===== src/rtl/eqo_pkg.sv =====
package eqo_pkg;

    // ========================================
    // register bus
    localparam int          ADDR_W          = 12;
    localparam int          DATA_W          = 8;
    localparam logic [11:0] QUAD_CFG_ADDR   = 12'h884;
    localparam logic [11:0] INDEX_CFG_ADDR  = 12'h885;

    // ========================================
    // quad_output_config fields
    localparam int          QC_RATE_LSB     = 0;
    localparam int          QC_RATE_W       = 4;
    localparam int          QC_ADS_BIT      = 4;
    localparam int          QC_RBW_LSB      = 5;
    localparam int          QC_SE_BIT       = 7;
    localparam logic [7:0]  QUAD_CFG_RESET  = 8'h00;

    // ========================================
    // index_output_config fields
    localparam int          IC_GATE_LSB     = 0;
    localparam int          IC_SE_BIT       = 3;
    localparam int          IC_LN_BIT       = 6;
    localparam logic [7:0]  INDEX_CFG_RESET = 8'h40;
    localparam logic [7:0]  INDEX_CFG_WMASK = 8'h4b;

    // ========================================
    // rate codes and gating codes
    localparam logic [3:0]  RATE_MULT_MAX   = 4'h3;
    localparam logic [3:0]  RATE_RESERVED   = 4'h4;
    localparam logic [3:0]  RATE_DIV_BASE   = 4'h4;
    localparam logic [1:0]  GATE_NONE       = 2'h0;
    localparam logic [1:0]  GATE_A          = 2'h1;
    localparam logic [1:0]  GATE_B          = 2'h2;
    localparam logic [1:0]  GATE_AB         = 2'h3;

    // ========================================
    // rate engine sizing
    localparam int          PERIOD_W        = 16;
    localparam int          POS_W           = 13;
    localparam int          PEND_W          = 8;

    typedef enum logic [1:0] {
        EQO_IDX_IDLE,
        EQO_IDX_ARMED,
        EQO_IDX_PULSE
    } eqo_idx_state_t;

endpackage


===== src/rtl/eqo_rate.sv =====
`timescale 1ns/10ps
module eqo_rate #(
    parameter int PERIOD_W = eqo_pkg::PERIOD_W,
    parameter int POS_W    = eqo_pkg::POS_W,
    parameter int PEND_W   = eqo_pkg::PEND_W
) (
    input  wire logic       clk_sys,
    input  wire logic       rst_n,
    input  wire logic [3:0] rate_code,
    input  wire logic       native_a,
    input  wire logic       native_b,
    output logic            quad_a,
    output logic            quad_b
);

    // ========================================
    // helpers
    // quadrature level pair to 2-bit count, a leads b when counting up
    function automatic logic [1:0] qbin(input logic a, input logic b);
        qbin = {b, a ^ b};
    endfunction

    // ========================================
    // rate decode
    logic [1:0] mult_exp;
    logic [3:0] div_exp;

    always_comb begin
        mult_exp = 2'h0;
        div_exp  = 4'h0;
        if (rate_code <= eqo_pkg::RATE_MULT_MAX) begin
            mult_exp = rate_code[1:0];
        end else if (rate_code != eqo_pkg::RATE_RESERVED) begin
            div_exp  = rate_code - eqo_pkg::RATE_DIV_BASE;
        end
        // reserved code leaves both at zero: native edges
    end

    // ========================================
    // native edge detect, period measure, interpolation, division
    logic [1:0]          nat_q, nat_d, nat_now, delta;
    logic                edge_up, edge_dn;
    logic [PERIOD_W-1:0] cnt_q, cnt_d, period_q, period_d, pace_q, pace_d, interval;
    logic [PEND_W-1:0]   pend_q, pend_d, n_step, pend_abs;
    logic [1:0]          fine_q, fine_d;
    logic [POS_W-1:0]    pos_q, pos_d, pos_sh;
    logic                qa_d, qb_d, qa_q, qb_q, step;
    logic [1:0]          out_s;

    always_comb begin
        nat_now  = qbin(native_a, native_b);
        delta    = nat_now - nat_q;
        edge_up  = (delta == 2'h1);
        edge_dn  = (delta == 2'h3);
        nat_d    = nat_now;
        n_step   = PEND_W'(1) << mult_exp;
        interval = period_q >> mult_exp;
        if (interval == '0) begin
            interval = PERIOD_W'(1);
        end
        cnt_d    = (&cnt_q) ? cnt_q : cnt_q + PERIOD_W'(1);
        period_d = period_q;
        pace_d   = pace_q + PERIOD_W'(1);
        pend_d   = pend_q;
        fine_d   = fine_q;
        pos_d    = pos_q;
        pend_abs = pend_q[PEND_W-1] ? PEND_W'(-pend_q) : pend_q;
        // a late native edge is paced; a backlog larger than one edge flushes each cycle
        step     = (pend_q != '0) && ((pace_q >= interval) || (pend_abs > n_step));
        if (step) begin
            pace_d = '0;
            if (pend_q[PEND_W-1]) begin
                fine_d = fine_q - 2'h1;
                pend_d = pend_q + PEND_W'(1);
            end else begin
                fine_d = fine_q + 2'h1;
                pend_d = pend_q - PEND_W'(1);
            end
        end
        if (edge_up || edge_dn) begin
            period_d = cnt_q;
            cnt_d    = PERIOD_W'(1);
            pace_d   = '0;
            pend_d   = edge_up ? pend_d + n_step : pend_d - n_step;
            pos_d    = edge_up ? pos_q + POS_W'(1) : pos_q - POS_W'(1);
        end
        pos_sh = pos_q >> div_exp;
        if (mult_exp != 2'h0) begin
            out_s = fine_q;
        end else if (div_exp != 4'h0) begin
            out_s = pos_sh[1:0];
        end else begin
            out_s = nat_q;
        end
        qa_d = out_s[1] ^ out_s[0];
        qb_d = out_s[1];
    end

    always_ff @(posedge clk_sys or negedge rst_n) begin
        if (!rst_n) begin
            nat_q    <= '0;
            cnt_q    <= '0;
            period_q <= '1;
            pace_q   <= '0;
            pend_q   <= '0;
            fine_q   <= '0;
            pos_q    <= '0;
            qa_q     <= 1'b0;
            qb_q     <= 1'b0;
        end else begin
            nat_q    <= nat_d;
            cnt_q    <= cnt_d;
            period_q <= period_d;
            pace_q   <= pace_d;
            pend_q   <= pend_d;
            fine_q   <= fine_d;
            pos_q    <= pos_d;
            qa_q     <= qa_d;
            qb_q     <= qb_d;
        end
    end

    assign quad_a = qa_q;
    assign quad_b = qb_q;

endmodule


===== src/rtl/eqo_top.sv =====
// The address-and-strobe port was chosen for this implementation.
`timescale 1ns/10ps
// Summary of operation
// - rate_select picks none, x2, x4, x8, or divide by 2 up to 2048.
// - analog_digital_select 0 routes analog quadrature outputs, 1 routes digital ones.
// - differential digital mode drives all four digital quadrature pins.
// - single-ended digital mode drives positive A and B only, negatives floating.
// - quadrature single-ended select has no effect while analog mode is chosen.
// - negative index output is always the inverse of positive index output.
// - positive index output is low except one high pulse per revolution.
// - index single-ended select 0 drives both index pins complementary.
// - index single-ended select 1 floats negative index, drives positive only.
// - gating 00: positive index follows the Z comparator directly.
// - gating 01: pulse from first A fall after Z rises to next A rise.
// - gating 10: pulse from first B fall after Z rises to next B rise.
// - gating 11: A fall with B low or B fall with A low, ends next rise.
// - gating starts only on falling quadrature edges, positive Z differential.
// - differential digital negative outputs invert positive ones at every rate.
// - analog mode floats the digital pins; digital mode floats the analog pins.
module eqo_top (
    input  wire logic        clk_sys,
    input  wire logic        rst_n,
    // register port
    input  wire logic [11:0] reg_addr,
    input  wire logic [7:0]  reg_wdata,
    input  wire logic        reg_wr,
    input  wire logic        reg_rd,
    output logic      [7:0]  reg_rdata,
    // comparator levels, asynchronous
    input  wire logic        comp_a,
    input  wire logic        comp_b,
    input  wire logic        comp_z,
    // digital quadrature pins
    output logic             a_pos_digital_out,
    output logic             a_pos_digital_oe,
    output logic             a_neg_digital_out,
    output logic             a_neg_digital_oe,
    output logic             b_pos_digital_out,
    output logic             b_pos_digital_oe,
    output logic             b_neg_digital_out,
    output logic             b_neg_digital_oe,
    // analog quadrature driver enables
    output logic             a_pos_analog_oe,
    output logic             a_neg_analog_oe,
    output logic             b_pos_analog_oe,
    output logic             b_neg_analog_oe,
    // index pins
    output logic             index_pos_out,
    output logic             index_pos_oe,
    output logic             index_neg_out,
    output logic             index_neg_oe,
    // analog front end bandwidth control
    output logic             low_noise_select
);

    // ========================================
    // register file
    logic [7:0] qreg_q, qreg_d;
    logic [7:0] icfg_q, icfg_d;
    logic [7:0] rdata_q, rdata_d;

    always_comb begin
        qreg_d  = qreg_q;
        icfg_d  = icfg_q;
        rdata_d = 8'h00;
        if (reg_wr) begin
            if (reg_addr == eqo_pkg::QUAD_CFG_ADDR) begin
                // bandwidth field stored as written; software keeps it at 00
                qreg_d = reg_wdata;
            end
            if (reg_addr == eqo_pkg::INDEX_CFG_ADDR) begin
                icfg_d = reg_wdata & eqo_pkg::INDEX_CFG_WMASK;
            end
        end
        if (reg_rd) begin
            case (reg_addr)
                eqo_pkg::QUAD_CFG_ADDR: begin
                    rdata_d = qreg_q;
                end
                eqo_pkg::INDEX_CFG_ADDR: begin
                    rdata_d = icfg_q & eqo_pkg::INDEX_CFG_WMASK;
                end
                default: begin
                    rdata_d = 8'h00;
                end
            endcase
        end
    end

    always_ff @(posedge clk_sys or negedge rst_n) begin
        if (!rst_n) begin
            qreg_q  <= eqo_pkg::QUAD_CFG_RESET;
            icfg_q  <= eqo_pkg::INDEX_CFG_RESET;
            rdata_q <= 8'h00;
        end else begin
            qreg_q  <= qreg_d;
            icfg_q  <= icfg_d;
            rdata_q <= rdata_d;
        end
    end

    assign reg_rdata = rdata_q;

    // ========================================
    // configuration fields
    logic [3:0] rate_select;
    logic       analog_digital_select;
    logic       quad_single_ended;
    logic [1:0] index_gating_select;
    logic       index_single_ended;

    always_comb begin
        rate_select           = qreg_q[eqo_pkg::QC_RATE_LSB +: eqo_pkg::QC_RATE_W];
        analog_digital_select = qreg_q[eqo_pkg::QC_ADS_BIT];
        quad_single_ended     = qreg_q[eqo_pkg::QC_SE_BIT];
        index_gating_select   = icfg_q[eqo_pkg::IC_GATE_LSB +: 2];
        index_single_ended    = icfg_q[eqo_pkg::IC_SE_BIT];
    end

    // ========================================
    // comparator synchronisers
    // first stage feeds only the second stage; metastability stays contained
    logic [2:0] sync1_q, sync2_q;
    logic       z_prev_q;

    always_ff @(posedge clk_sys or negedge rst_n) begin
        if (!rst_n) begin
            sync1_q  <= 3'h0;
            sync2_q  <= 3'h0;
            z_prev_q <= 1'b0;
        end else begin
            sync1_q  <= {comp_z, comp_b, comp_a};
            sync2_q  <= sync1_q;
            z_prev_q <= sync2_q[2];
        end
    end

    // ========================================
    // rate engine
    logic quad_a, quad_b;

    eqo_rate u_rate (
        .clk_sys   (clk_sys),
        .rst_n     (rst_n),
        .rate_code (rate_select),
        .native_a  (sync2_q[0]),
        .native_b  (sync2_q[1]),
        .quad_a    (quad_a),
        .quad_b    (quad_b)
    );

    // ========================================
    // quadrature pin drive
    logic a_out_q, a_out_d, b_out_q, b_out_d;
    logic an_out_q, an_out_d, bn_out_q, bn_out_d;
    logic dpos_oe_q, dpos_oe_d, dneg_oe_q, dneg_oe_d, ana_oe_q, ana_oe_d;

    always_comb begin
        a_out_d   = quad_a;
        b_out_d   = quad_b;
        an_out_d  = ~quad_a;
        bn_out_d  = ~quad_b;
        // analog mode: single-ended select is ignored
        dpos_oe_d = analog_digital_select;
        dneg_oe_d = analog_digital_select & ~quad_single_ended;
        ana_oe_d  = ~analog_digital_select;
    end

    always_ff @(posedge clk_sys or negedge rst_n) begin
        if (!rst_n) begin
            a_out_q   <= 1'b0;
            b_out_q   <= 1'b0;
            an_out_q  <= 1'b1;
            bn_out_q  <= 1'b1;
            dpos_oe_q <= 1'b0;
            dneg_oe_q <= 1'b0;
            ana_oe_q  <= 1'b0;
        end else begin
            a_out_q   <= a_out_d;
            b_out_q   <= b_out_d;
            an_out_q  <= an_out_d;
            bn_out_q  <= bn_out_d;
            dpos_oe_q <= dpos_oe_d;
            dneg_oe_q <= dneg_oe_d;
            ana_oe_q  <= ana_oe_d;
        end
    end

    assign a_pos_digital_out = a_out_q;
    assign b_pos_digital_out = b_out_q;
    assign a_neg_digital_out = an_out_q;
    assign b_neg_digital_out = bn_out_q;
    assign a_pos_digital_oe  = dpos_oe_q;
    assign b_pos_digital_oe  = dpos_oe_q;
    assign a_neg_digital_oe  = dneg_oe_q;
    assign b_neg_digital_oe  = dneg_oe_q;
    assign a_pos_analog_oe   = ana_oe_q;
    assign a_neg_analog_oe   = ana_oe_q;
    assign b_pos_analog_oe   = ana_oe_q;
    assign b_neg_analog_oe   = ana_oe_q;

    // ========================================
    // index gating
    // edges are taken against the registered pins so the pulse edge
    // lands in the same cycle as the quadrature pin edge
    eqo_pkg::eqo_idx_state_t idx_state_q, idx_state_d;
    logic z_now, z_rise;
    logic a_fall, a_rise, b_fall, b_rise;
    logic gate_start, gate_end;
    logic idx_pos_q, idx_pos_d, idx_neg_q, idx_neg_d;
    logic idx_neg_oe_q, idx_neg_oe_d, idx_pos_oe_q, idx_pos_oe_d;

    always_comb begin
        z_now  = sync2_q[2];
        z_rise = z_now & ~z_prev_q;
        a_fall = a_out_q & ~quad_a;
        a_rise = ~a_out_q & quad_a;
        b_fall = b_out_q & ~quad_b;
        b_rise = ~b_out_q & quad_b;
        // only the falling quadrature polarity is offered
        case (index_gating_select)
            eqo_pkg::GATE_A: begin
                gate_start = a_fall;
                gate_end   = a_rise;
            end
            eqo_pkg::GATE_B: begin
                gate_start = b_fall;
                gate_end   = b_rise;
            end
            eqo_pkg::GATE_AB: begin
                gate_start = (a_fall & ~quad_b) | (b_fall & ~quad_a);
                gate_end   = a_rise | b_rise;
            end
            default: begin
                gate_start = 1'b0;
                gate_end   = 1'b0;
            end
        endcase

        idx_state_d = idx_state_q;
        case (idx_state_q)
            eqo_pkg::EQO_IDX_IDLE: begin
                if (z_rise) begin
                    idx_state_d = eqo_pkg::EQO_IDX_ARMED;
                end
            end
            eqo_pkg::EQO_IDX_ARMED: begin
                if (gate_start) begin
                    idx_state_d = eqo_pkg::EQO_IDX_PULSE;
                end
            end
            eqo_pkg::EQO_IDX_PULSE: begin
                if (gate_end) begin
                    idx_state_d = eqo_pkg::EQO_IDX_IDLE;
                end
            end
            default: begin
                idx_state_d = eqo_pkg::EQO_IDX_IDLE;
            end
        endcase
        if (index_gating_select == eqo_pkg::GATE_NONE) begin
            idx_state_d = eqo_pkg::EQO_IDX_IDLE;
            idx_pos_d   = z_now;
        end else begin
            // one pulse per Z window, low otherwise
            idx_pos_d   = (idx_state_d == eqo_pkg::EQO_IDX_PULSE);
        end
        idx_neg_d    = ~idx_pos_d;
        idx_pos_oe_d = 1'b1;
        idx_neg_oe_d = ~index_single_ended;
    end

    always_ff @(posedge clk_sys or negedge rst_n) begin
        if (!rst_n) begin
            idx_state_q  <= eqo_pkg::EQO_IDX_IDLE;
            idx_pos_q    <= 1'b0;
            idx_neg_q    <= 1'b1;
            idx_pos_oe_q <= 1'b0;
            idx_neg_oe_q <= 1'b0;
        end else begin
            idx_state_q  <= idx_state_d;
            idx_pos_q    <= idx_pos_d;
            idx_neg_q    <= idx_neg_d;
            idx_pos_oe_q <= idx_pos_oe_d;
            idx_neg_oe_q <= idx_neg_oe_d;
        end
    end

    assign index_pos_out = idx_pos_q;
    assign index_neg_out = idx_neg_q;
    assign index_pos_oe  = idx_pos_oe_q;
    assign index_neg_oe  = idx_neg_oe_q;

    // ========================================
    // front end bandwidth
    logic ln_q;

    always_ff @(posedge clk_sys or negedge rst_n) begin
        if (!rst_n) begin
            ln_q <= 1'b1;
        end else begin
            // software must keep this set
            ln_q <= icfg_q[eqo_pkg::IC_LN_BIT];
        end
    end

    assign low_noise_select = ln_q;

endmodule


===== config.mk =====
export PLATFORM = sky130hd
export DESIGN_NAME = eqo_top
export DESIGN_NICKNAME = d
export VERILOG_FILES = /design/src/rtl/eqo_pkg.sv /design/src/rtl/eqo_rate.sv /design/src/rtl/eqo_top.sv
export SDC_FILE = /design/constraint.sdc
export NUM_CORES = 1
export LEC_CHECK = 0
export ABC_AREA = 1
export BUFFER_PORTS_ARGS = -buffer_cell sky130_fd_sc_hd__buf_2
export CORE_ASPECT_RATIO = 0.9
export CORE_UTILIZATION = 45
export DETAILED_ROUTE_END_ITERATION = 12
export PLACE_DENSITY = 0.76
export SYNTH_ARGS = -nofsm -noshare
export SYNTH_HDL_FRONTEND = slang
export SYNTH_SLANG_ARGS = --single-unit

===== constraint.sdc =====
create_clock -name clk_sys -period 3.8 [get_ports clk_sys]
set_clock_uncertainty 0.05 [all_clocks]
set_input_delay 0.76 -clock clk_sys [delete_from_list [all_inputs] [get_ports clk_sys]]
set_output_delay 0.76 -clock clk_sys [all_outputs]
set_load 0.02 [all_outputs]

== Word level (Yosys, flattened, before mapping) ==
Index checks and enable logic that the tools add are counted.

* Shift-type cells: 3
* Bitwise operators: 21
* Magnitude comparators: 3
* Reductions and logical operators: 12
* Muxes and demuxes: 27
* Equal/unequal tests: 12
* $add $sub $neg: 13

{| class="wikitable"
|+ Operators with widths
! operator !! number
|-
| 16-bit two-way mux || 5
|-
| 8-bit two-way mux || 6
|-
| 16-bit by 1-bit adder with 16-bit output, second input constant || 2
|-
| 12-bit == test, second input constant || 2
|-
| 16-bit >= comparator || 1
|-
| 16-bit zero test || 1
|-
| 2-bit two-way mux || 8
|-
| 8-bit one-hot mux with 2 select lines || 1
|-
| 16-bit AND reduction || 1
|-
| 16-bit by 2-bit >> shifter with 16-bit output || 1
|-
| 13-bit by 1-bit adder with 13-bit output, second input constant || 1
|-
| 13-bit two-way mux || 1
|-
| 13-bit by 4-bit >> shifter with 2-bit output || 1
|-
| 13-bit by 1-bit subtractor with 13-bit output, second input constant || 1
|-
| 2-bit == test, second input constant || 5
|-
| 1-bit inverter || 9
|-
| 8-bit by 1-bit adder with 8-bit output, second input constant || 1
|-
| 8-bit adder || 1
|-
| 1-bit bitwise AND || 8
|-
| 8-bit greater-than comparator || 1
|-
| 4-bit two-way mux || 2
|-
| 8-bit negator || 1
|-
| 8-bit nonzero test || 1
|-
| 1-bit by 2-bit left shift with 8-bit output, first input constant || 1
|-
| other kinds (21) || 29
|}

* Word-level logic and storage cells: 119
* Register bits: 116
* Input bits: 27
* Output and inout port bits: 25

== Logic depth before layout (Yosys ltp) ==
Gate-level depths: netlist (run 1).

* Word-level depth: 12
* Mapped depth: 36
* Gate-level depth less buffers: 35

== Hierarchy ==
Synthesis (run 1) repeated with hierarchy kept, for this count alone.

* Cells, all modules: 962
* Area, all modules: 7519.7 µm²

{| class="wikitable"
|+ By module, submodules not included
! module !! times used !! sequential area each (µm²) !! area each (µm²) !! cells each
|-
| eqo_rate || 1 || 1896.8 || 5896.9 || 805
|-
| eqo_top || 1 || 1032.2 || 1622.8 || 157
|}

== Least setup slack after synthesis (run 1) ==
Ideal clock, no wire load.

* Kind: register to register
* Start point: register qreg_q[2]
* End point: register u_rate.pend_q[6]
* Buffers on the path: 2
* Slack: -0.063 ns
* Arrival: 3.695 ns
* Data required time: 3.632 ns
* Cell stages (with the launch flop): 32
* Setup time: 0.118 ns
* Period minus slack after synthesis: 3.863 ns
* Cell sequence: dfrtp_1 > nor2_4 > nand2_1 > buf_6 > buf_6 > o21ai_1 > nand2_1 > nand2_1 > nand4_1 > nor2_1 > nand2_1 > nand2_1 > ha_1 > nand2_1 > nor2_1 > and2_1 > nor2_1 > nand2_1 > nand2_1 > nand3_4 > nand3_1 > and2_1 > ha_1 > inv_1 > fa_1 > o21ai_0 > nand2_1 > nand2_1 > a21oi_1 > xnor2_1 > nand2_1 > nand2_1

* Longest elaborated chain between the ends: 12
* Elaborated cells on any way between the ends: 15
* Classes of those cells: add/sub (2); order compare (3); shift (2); mux (5); reduce/logical (3)

{| class="wikitable"
|+ Ends and longest elaborated chain
! element !! line !! text
|-
| from (decl) || eqo_top.sv:58 || <nowiki>logic [7:0] qreg_q, qreg_d;</nowiki>
|-
| from (signal assigned) || eqo_top.sv:92 || <nowiki>qreg_q <= eqo_pkg::QUAD_CFG_RESET;</nowiki>
|-
| from (signal assigned) || eqo_top.sv:96 || <nowiki>qreg_q <= qreg_d;</nowiki>
|-
| 4-bit by 2-bit <= comparator with 1-bit output (*) || eqo_rate.sv:31 || <nowiki>if (rate_code <= eqo_pkg::RATE_MULT_MAX) begin</nowiki>
|-
| 2-bit two-way mux (*) || eqo_rate.sv:31 ||
|-
| 16-bit by 2-bit >> shifter with 16-bit output || eqo_rate.sv:57 || <nowiki>interval = period_q >> mult_exp;</nowiki>
|-
| 16-bit zero test || eqo_rate.sv:58 || <nowiki>if (interval == '0) begin</nowiki>
|-
| 16-bit two-way mux || eqo_rate.sv:58 ||
|-
| 16-bit >= comparator || eqo_rate.sv:69 || <nowiki>step = (pend_q != '0) && ((pace_q >= interval) || (pend_abs > n_step));</nowiki>
|-
| 1-bit logical OR || eqo_rate.sv:69 ||
|-
| 1-bit logical AND || eqo_rate.sv:69 ||
|-
| 8-bit two-way mux || eqo_rate.sv:70 || <nowiki>if (step) begin</nowiki>
|-
| 8-bit subtractor / 8-bit adder (equally long branches) || eqo_rate.sv:84 || <nowiki>pend_d = edge_up ? pend_d + n_step : pend_d - n_step;</nowiki>
|-
| 8-bit two-way mux || eqo_rate.sv:84 ||
|-
| 8-bit two-way mux (*) || eqo_rate.sv:80 || <nowiki>if (edge_up || edge_dn) begin</nowiki>
|-
| named net u_rate.pend_d[6] || eqo_rate.sv:44 || <nowiki>logic [PEND_W-1:0] pend_q, pend_d, n_step, pend_abs;</nowiki>
|-
| to (signal assigned) || eqo_rate.sv:115 || <nowiki>pend_q <= pend_d;</nowiki>
|-
| to (decl) || eqo_rate.sv:44 ||
|}

Mark *: on every way through the listed nets, which the timed path passes. The rest lies on a longest branch.
A chain may end at the register's enable or synchronous reset.

== Final worst setup path (run 1) ==
Ends and elaborated chain as after synthesis.

==> summary.txt, run 1 <==
Route
  • Starting DRT DRC Count: 579
  • Vias/cell: 5.11
  • Residual DRC: 0
  • Routed wire length: 17.8 mm
  • Via Count: 6705
  • Drt first pass iters: 5
  • Antenna viol nets, final: 0
  • Avg WL per Cell: 13.6 um

Finish
  • Fin cells: 1311
  • Layout cells sized above 1: 22.2%
  • Number of fill cells in the layout: 1416
  • Leading cell type in the layout, fill and taps excluded: nand2_1
  • Diode count: 0
  • Most frequent cells in the layout: nand2_1, inv_1, dfrtp_1
  • Final core occ: 56.4%
  • Layout Nets: 1170
  • Area Growth Syn to Fin: 22.3%

STA
  • Final setup vio count: 5
  • Fin worst setup slack: -0.154 ns
  • Final hold violation count: 0
  • Sum of negative setup slack: -0.468 ns
  • Crit share post-route: 104%
  • Slew headroom: 47.7%
  • Fmax: 253 MHz
  • Slew Limit Fails: 0
  • Post-layout min period: 3.95 ns
  • RSZ-0062 raised after global routing: yes
  • Slew @ Worst Pin: 0.785 ns

Clocking
  • CTS tree: built
  • CTS max path bufs: 2
  • Clk sink count: 116
  • CTS Hold Bufs: 0
  • Clock transition at the registers of the reported paths: 0.06 ns
  • H-Tree Depth: 4
  • Inserted Clock Buffers: 17
  • Worst-Skew Late Latency: 0.42 ns
  • Clock Tree Root: clkbuf_16

Die
  • I/O pin cnt: 52
  • Die area: 0.0171 sq mm
  • Die width: 138 um
  • Die Height: 124 um
  • Area of the core: 0.0161 sq mm
  • Number of cell rows: 44
  • Initial Util: 46.1%

Pwr
  • Pwr dens: 829 mW/mm^2
  • Pwr Total: 7540 uW
  • Maximum vdd ir drop: 0.648 mV
  • P_leak: 0.00442 uW

Synth
  • Post-Syn Instances: 979
  • Number of synthesized flops with an enable pin: 0
  • Post-Syn Nets: 1058
  • Yosys top cell by area: dfrtp_1
  • YS warnings: 0
  • Post-Syn Area per Cell: 7.60 sq um
  • Sequential area share after synthesis: 39.4%
  • Cell Area, Synth: 0.00744 sq mm
  • FF+latch count, synth: 116
  • Synth unique cells: 47
  • Ys async rst share: 100%
  • Top_reg_cell synth: dfrtp_1
  • Yosys top cell area share: 31.9%
  • Top post-synthesis cells by area: dfrtp_1, nand2_1, ha_1

Placement
  • Placed Instances: 1267
  • Final RePlAce weighted congestion: 0.927
  • PortBufs: 51
  • Detailed Place HPWL: 12.5 mm

Worst setup path
  • Crit path max-delay cell type: dfrtp_1
  • Critical Path Sink Type: flop
  • Max FO, Critical Path: 19
  • Worst Reg-to-Reg Cells: 31
  • Worst Path Arrival: 4.26 ns
  • Crit path from: qreg_q[2]$_DFFE_PN0P_
  • R2r startpoint: qreg_q[2]$_DFFE_PN0P_
  • Crit path largest cell delay: 0.41 ns
  • WS Path Type: flop to flop
  • Startpoint types: flop
  • Most frequent CP cell: nand2_1
  • CP required: 4.11 ns

Global route
  • Largest net degree at the start of global routing: 69
  • Global-route wire length before repair: 30.0 mm
  • Vias in the first global route: 6374
  • GR Util All Layers: 22.5%
  • Global route overflow: 0
  • Initial antenna violation count: 0

Min path
  • Hold path startpoint: sync1_q[2]$_DFF_PN0_
  • Hold Crit Depth: 0
  • Worst hold-check path type: flop to flop

Run status
  • Status: finished, violations left
  • Failing checks: setup timing

Flow run
  • Max-cap viol count: 0
-- path summary, 6_finish.rpt --
path,to,slack [ns]
worst min register to register,sync2_q[2]$_DFF_PN0_,0.30
max in group asynchronous,u_rate.period_q[9]$_DFFE_PN1N_,2.45
worst min-delay path,sync2_q[2]$_DFF_PN0_,0.30
min in group asynchronous,reg_rdata[0]$_DFF_PN0_,0.38
worst max register to register,u_rate.pend_q[6]$_DFF_PN0_,-0.15
worst max-delay path,u_rate.pend_q[6]$_DFF_PN0_,-0.15
-- cell usage after synthesis (all sizes together), types with 3 or more instances --
master and instances:
nand2 274, inv 136, dfrtp 95, nand3 80
o21ai 79, nor2 70, ha 49, a21oi 42
dfstp 21, nor3 21, xor2 20, nand4 13
buf 11, xnor2 11, clkbuf 10, and2 7
nor4 7, a31oi 4, or2 4, fa 3
o21bai 3
-- state kept, by name, summed over array words and instances (netlist names), 2 cells and up --
signal	count
sync1_q	3
u_rate.period_q	16
qreg_q	8
idx_state_q	2
reg_rdata	8
u_rate.cnt_q	16
icfg_q	4
sync2_q	3
u_rate.pace_q	16
u_rate.pos_q	13
u_rate.pend_q	8
u_rate.nat_q	2
u_rate.fine_q	2
-- per-stage QoR --
step           worst slack, ns  hold WS [ns]  cell area (sq um)
2_1_floorplan          0.00279         0.281               7440
3_3_place_gp           -0.0905         0.284               8260
3_5_place_dp            -0.251         0.286               8260
4_1_cts                0.00532         0.300               8940
5_1_grt                 -0.402         0.310               9100
6_report                -0.154         0.299               9100
-- cells by family (layout without fill, tap and decap cells) --
family	Yosys count	after routing	share of synthesized area, %
other	1	1	0.0504
AOI/OAI and AO/OA	142	142	10.4
and+or+nand+nor	480	480	29.0
xor gates and xnor gates	31	31	3.65
DFF	116	116	39.4
buffers and inverters	157	282	8.52
adders and majority gates	52	52	9.05
-- area by class of cell --
type / instances / area [sq um] / area share, %
Multi-Input combinational cell: 706 / 4050 / 44.5
Clock inverter: 14 / 104 / 1.14
Tap cell: 207 / 259 / 2.85
Timing Repair Buffer: 114 / 801 / 8.80
Inverter: 136 / 515 / 5.66
Sequential cell: 116 / 2930 / 32.2
Clock buffer: 18 / 439 / 4.83
-- worst max-delay path, delay by kind of cell (launching register included) --
kind,cells,cell delay (ns)
AOI/OAI and AO/OA,5,0.64
adders and majority gates,2,0.46
and+or+nand+nor,21,1.90
xor gates and xnor gates,1,0.14
DFF,1,0.41
buffers and inverters,2,0.28
-- where the power goes --
group          leakage (uW)  switching [uW]  internal, uW
registers           0.00143             226          1450
clock network      0.000251             610           851
logic               0.00275            2410          2000
-- what timing repair did --
action,CTS,global route
buffers inserted,2,9
pin swaps,4,16
gates resized for setup,29,21
cloned,0,1
endpoints found under the setup margin,7,7
-- metal layers --
layer / GRT usage [%] / routed length (um)
met2: 35.8 / 8420
met3: 4.35 / 614
met1: 31.0 / 8550
met5: 0 / 0
met4: 6.32 / 212
No activity file was read; power rests on OpenSTA's default activity.
==> run 2: changes to the inputs <==
Settings changed: PLACE_DENSITY 0.76 to 0.7, SKIP_LAST_GASP set to 1.
Clock period 3.8 ns to 4.9 ns, I/O delays scaled along.
==> run 2 against run 1 <==
Compared with the run above:
- the run now ends clean
- sequential cell count unchanged
- die area did not move
- design area shrank 6.6%
- final cell count is 4.4% lower
- non-clock buffer count decreased by 58
- via count shrank 5.5%
- count of clock-buffer cells in the layout increased by 2
- setup slack better by 0.72 ns
- critical path depth is 1 higher
- largest cell class unchanged
==> summary.txt, run 2 (synthesized netlist as in run 1, its figures left out) <==
Run status
  • Status: completed

Worst setup path
  • Crit path max-delay cell type: dfrtp_1
  • Critical Path Sink Type: flop
  • Worst Path Arrival: 4.60 ns
  • Worst Reg-to-Reg Cells: 32
  • Worst Path Buf+Inv: 2
  • Instance count on the critical path: 32
  • WS Path Type: flop to flop
  • CP required: 5.16 ns
  • Max FO, Critical Path: 14
  • Worst R2R Setup Slack: 0.56 ns
  • RR Endpoint: u_rate.pend_q[7]$_DFF_PN0_
  • Critical path's top delay family: simple AND/OR/NAND/NOR gates
  • Most frequent CP cell: nand2_1
  • Crit path largest cell delay: 0.44 ns
  • Startpoint types: flop
  • R2r startpoint: qreg_q[2]$_DFFE_PN0P_

Route
  • Via Count: 6335
  • Drt first pass iters: 6
  • Antenna viol nets, final: 0
  • Routed wire length: 16.6 mm
  • Residual DRC: 0
  • Vias/cell: 5.06
  • Avg WL per Cell: 13.2 um
  • Starting DRT DRC Count: 481

Clocking
  • CTS max path bufs: 2
  • H-Tree Depth: 4
  • CTS Hold Bufs: 0
  • Worst-Skew Late Latency: 0.42 ns
  • Clock Tree Root: clkbuf_16
  • Inserted Clock Buffers: 17
  • Clock transition at the registers of the reported paths: 0.06 ns
  • Clk sink count: 116
  • CTS tree: built

Pwr
  • Clk pwr share: 24.2%
  • Maximum vdd ir drop: 0.411 mV
  • Flop pwr share: 24.5%
  • Pwr dens: 625 mW/mm^2
  • Power Internal: 3050 uW
  • Pwr Total: 5310 uW
  • Net switching power figure: 2260 uW
  • Switching Fraction: 42.6%
  • Comb power frac: 51.3%
  • P_leak: 0.00414 uW

STA
  • Sum of negative setup slack: 0 ns
  • Crit share post-route: 88.5%
  • Slew @ Worst Pin: 0.864 ns
  • Fmax: 231 MHz
  • Slew Limit Fails: 0
  • Post-layout min period: 4.34 ns
  • Final hold violation count: 0
  • Slew headroom: 42.4%
  • Final setup vio count: 0
  • RSZ-0062 raised after global routing: no

Die
  • Die Height: 124 um
  • Die area: 0.0171 sq mm
  • Initial Util: 46.1%
  • Area of the core: 0.0161 sq mm
  • Die width: 138 um
  • Number of cell rows: 44
  • I/O pin cnt: 52

Finish
  • Storage element area: 0.00293 sq mm
  • Layout Nets: 1112
  • Number of fill cells in the layout: 1566
  • Design Area, Final: 0.00850 sq mm
  • Leading cell type in the layout, fill and taps excluded: nand2_1
  • Area Growth Syn to Fin: 14.2%
  • Most frequent cells in the layout: nand2_1, inv_1, dfrtp_1
  • Largest registers: u_rate.cnt_q: 16 flops, u_rate.pace_q: 16 flops, u_rate.period_q: 16 flops
  • Fin cells: 1253
  • Multi-input gate area: 0.00389 sq mm
  • Diode count: 0
  • Layout cells sized above 1: 14.5%

Global route
  • Global route overflow: 0
  • GR Util All Layers: 21.5%
  • Vias in the first global route: 5908
  • Initial antenna violation count: 0
  • Global-route wire length before repair: 28.4 mm
  • Largest net degree at the start of global routing: 69

Min path
  • Hold Path End: sync2_q[0]$_DFF_PN0_
  • Hold Crit Depth: 0
  • Worst hold-check path type: flop to flop
  • Hold path startpoint: sync1_q[0]$_DFF_PN0_

Flow run
  • Max-cap viol count: 0

Placement
  • Placed cell area: 0.00787 sq mm
  • PortBufs: 51
  • Placed Instances: 1220
  • Detailed Place HPWL: 12.2 mm
  • Final RePlAce weighted congestion: 0.873
## run 2: cell type report
class	instances	area share (%)
Clock inverter	12	1.80
Clock buffer	20	5.37
Multi-Input combinational cell	706	45.8
Tap cell	207	3.05
Sequential cell	116	34.5
Timing Repair Buffer	56	3.48
Inverter	136	6.07
## run 2: worst max path at each step
stage | endpoint | slack, ns | startpoint
final | u_rate.pend_q[7]$_DFF_PN0_ | 0.56 | qreg_q[2]$_DFFE_PN0P_
after CTS | u_rate.pend_q[6]$_DFF_PN0_ | 0.46 | qreg_q[2]$_DFFE_PN0P_
after detailed placement | u_rate.pend_q[6]$_DFF_PN0_ | 0.49 | qreg_q[2]$_DFFE_PN0P_
after global routing | u_rate.pend_q[7]$_DFF_PN0_ | 0.03 | qreg_q[2]$_DFFE_PN0P_
after global placement | u_rate.pend_q[6]$_DFF_PN0_ | 0.55 | qreg_q[2]$_DFFE_PN0P_
after floorplan | u_rate.pend_q[6]$_DFF_PN0_ | 1.04 | qreg_q[2]$_DFFE_PN0P_
## run 2: worst reg2reg max path, delay by kind of cell, from the launching register on
kind                     cells  cell delay [ns]
AND/OR/NAND/NOR             25             2.42
adder cells (fa/ha/maj)      2             0.62
flip-flops                   1             0.44
AO/OA/AOI/OAI                3             0.43
buffers and inverters        2             0.26
## run 2: power groups by stage
| stage | clock (uW) | sequential [uW] | combinational [uW] |
|---|---|---|---|
| finish | 1280 | 1300 | 2720 |
| global route | 1350 | 1320 | 3160 |
| CTS | 1300 | 1300 | 2700 |
| detailed placement | 0 | 1310 | 2680 |
| global placement | 0 | 1300 | 2660 |
| floorplan | 0 | 1250 | 2200 |
## run 2: metal layers
layer,track usage [%],wire [um],part of all wire (%),up-vias
li1,-,-,-,3298
met1,31.1,8430,51,2871
met2,31.4,7190,43,141
met3,4.80,710,4.3,25
met4,7.07,243,1.5,0
met5,0,0,0,-
## run 2: repair_timing
action	CTS	global route
setup buffers	0	1
gates resized for setup	0	6
setup endpoints to repair	0	4
## run 2: metrics by stage
| stage | hold WS [ns] | util (%) | setup WS (ns) |
|---|---|---|---|
| floorplan | 0.281 | - | 1.04 |
| global placement | 0.285 | 48.8 | 0.551 |
| detailed placement | 0.287 | 48.8 | 0.495 |
| CTS | 0.301 | 52.6 | 0.457 |
| global route | 0.307 | 52.7 | 0.0326 |
| finish | 0.302 | 52.7 | 0.562 |
==> run 3: changes to the inputs <==
--- a/config.mk
+++ b/config.mk
@@ -10,4 +10,6 @@
 export CORE_ASPECT_RATIO = 0.9
 export CORE_UTILIZATION = 45
+export CTS_BUF_LIST = sky130_fd_sc_hd__clkbuf_4
+export CTS_CLUSTER_DIAMETER = 150
 export DETAILED_ROUTE_END_ITERATION = 12
 export PLACE_DENSITY = 0.7
==> constraint.sdc (replaced) <==
create_clock -name clk_sys -period 4.9 [get_ports clk_sys]
set_clock_uncertainty 0.05 [all_clocks]
set_input_delay 0.245 -clock clk_sys [delete_from_list [all_inputs] [get_ports clk_sys]]
set_output_delay 0.245 -clock clk_sys [all_outputs]
set_load 0.02 [all_outputs]
==> run 3 against run 2 <==
Compared with the run above:
- core utilization is 1.0 points lower
- wire length is 0.77% lower
- sequential cell count stayed put
- sequential power hardly changed
- register-to-register slack worse by 0.03 ns
- hold slack worse by 0.23 ns
- combinational power is 1% higher
- fmax is 0.64% lower
- largest cell class unchanged
==> summary.txt, run 3 (synthesized netlist as in run 1, its figures left out) <==
STA
  • Final hold violation count: 0
  • Slew Limit Fails: 0
  • RSZ-0062 raised after global routing: no
  • Slew @ Worst Pin: 0.971 ns
  • Sum of negative setup slack: 0 ns
  • Slew headroom: 35.3%
  • Post-layout min period: 4.37 ns
  • Crit share post-route: 89.1%
  • Fmax: 229 MHz
  • Tightest hold margin: 0.0698 ns
  • Final setup vio count: 0

Route
  • Via Count: 6376
  • Starting DRT DRC Count: 442
  • Routed wire length: 16.4 mm
  • Avg WL per Cell: 13.0 um
  • Antenna viol nets, final: 0
  • Drt first pass iters: 5
  • Residual DRC: 0
  • Vias/cell: 5.03

Clocking
  • Inserted Clock Buffers: 17
  • CTS tree: built
  • Clk sink count: 116
  • Clock transition at the registers of the reported paths: 0.11 ns
  • CTS max path bufs: 2
  • Worst-Skew Late Latency: 0.54 ns
  • H-Tree Depth: 4
  • Clock Tree Root: clkbuf_4

Placement
  • Detailed Place HPWL: 12.1 mm
  • Placed Instances: 1219
  • PortBufs: 51
  • Final RePlAce weighted congestion: 0.877

Finish
  • Fin cells: 1268
  • Largest registers: u_rate.cnt_q: 16 flops, u_rate.pace_q: 16 flops, u_rate.period_q: 16 flops
  • Area Growth Syn to Fin: 12.0%
  • Most frequent cells in the layout: nand2_1, inv_1, dfrtp_1
  • Layout Nets: 1126
  • Layout cells sized above 1: 14.1%
  • Leading cell type in the layout, fill and taps excluded: nand2_1

Worst setup path
  • Startpoint types: flop
  • Crit path max-delay cell type: dfrtp_1
  • Critical Path Sink Type: flop
  • WS Path Type: flop to flop
  • Max FO, Critical Path: 12
  • Worst Path Arrival: 4.75 ns
  • R2r startpoint: qreg_q[2]$_DFFE_PN0P_
  • Most frequent CP cell: nand2_1
  • Crit path largest cell delay: 0.46 ns
  • Crit path from: qreg_q[2]$_DFFE_PN0P_
  • CP required: 5.29 ns

Die
  • Die area: 0.0171 sq mm
  • Die Height: 124 um
  • Area of the core: 0.0161 sq mm
  • Die width: 138 um
  • Initial Util: 46.1%
  • Number of cell rows: 44
  • I/O pin cnt: 52

Global route
  • GR Util All Layers: 20.7%
  • Initial antenna violation count: 0
  • Global route overflow: 0
  • Global-route wire length before repair: 27.7 mm
  • Vias in the first global route: 5817
  • Largest net degree at the start of global routing: 78

Flow run
  • Max-cap viol count: 0

Pwr
  • Maximum vdd ir drop: 0.463 mV
  • P_leak: 0.00406 uW
  • Pwr Total: 4810 uW
  • Pwr dens: 578 mW/mm^2

Run status
  • Status: completed

Min path
  • Worst hold-check path type: input port to flop
  • Hold path startpoint: reg_wr
[run 3: critical path, delay by kind of cell (launching register included)]
kind                     cells  cell delay (ns)
XOR/XNOR                     1             0.13
adder cells (fa/ha/maj)      3             0.78
buffers and inverters        2             0.27
AO/OA/AOI/OAI                3             0.59
flip-flops                   1             0.46
AND/OR/NAND/NOR             21             1.99
[run 3: layer usage]
metal	GRT usage, %	part of all wire, %	vias to the layer above
met1	30.5	52	2942
li1	-	-	3327
met4	5.01	0.67	0
met2	30.8	44	97
met3	4.19	3.6	10
met5	0	0	-
[run 3: layout make-up]
type,instances,area (sq um)
fillers,1576,7800
multi-input cells,706,3890
flip-flops and latches,116,2930
inverters,136,513
repair buffers,70,440
well taps,207,259
clock inverters,13,158
clock buffers,19,143
diodes,1,2.50
[run 3: path summary, 6_finish.rpt]
| path | endpoint | slack (ns) | cells past startpoint |
|---|---|---|---|
| worst max register to register | u_rate.pend_q[6]$_DFF_PN0_ | 0.53 | 30 |
| worst min-delay path | icfg_q[6]$_DFFE_PN1P_ | 0.07 | 4 |
| max in group asynchronous | u_rate.period_q[0]$_DFFE_PN1N_ | 3.35 | 3 |
| worst max-delay path | u_rate.pend_q[6]$_DFF_PN0_ | 0.53 | 30 |
| min in group asynchronous | index_pos_out$_DFF_PN0_ | 0.35 | 2 |
| worst min register to register | sync2_q[0]$_DFF_PN0_ | 0.31 | 0 |
[run 3: repair_timing]
| item | CTS | global route |
|---|---|---|
| endpoints found under the hold margin | 75 | 0 |
| gates resized for setup | 0 | 4 |
| hold buffers | 16 | 0 |
| buffers inserted | 0 | 0 |
| endpoints found under the setup margin | 0 | 4 |
[run 3: report_power, final]
part,internal [uW],switching (uW)
clock,362,391
combinational,1110,1660
sequential,1120,179
total,2590,2230
[run 3: metrics by stage]
step | utilization [%] | instance area, sq um | setup slack (ns)
2_1_floorplan | - | 7440 | 1.04
3_3_place_gp | 48.7 | 7860 | 0.594
3_5_place_dp | 48.7 | 7860 | 0.489
4_1_cts | 51.6 | 8320 | 0.450
5_1_grt | 51.6 | 8330 | 0.0132
6_report | 51.7 | 8330 | 0.534
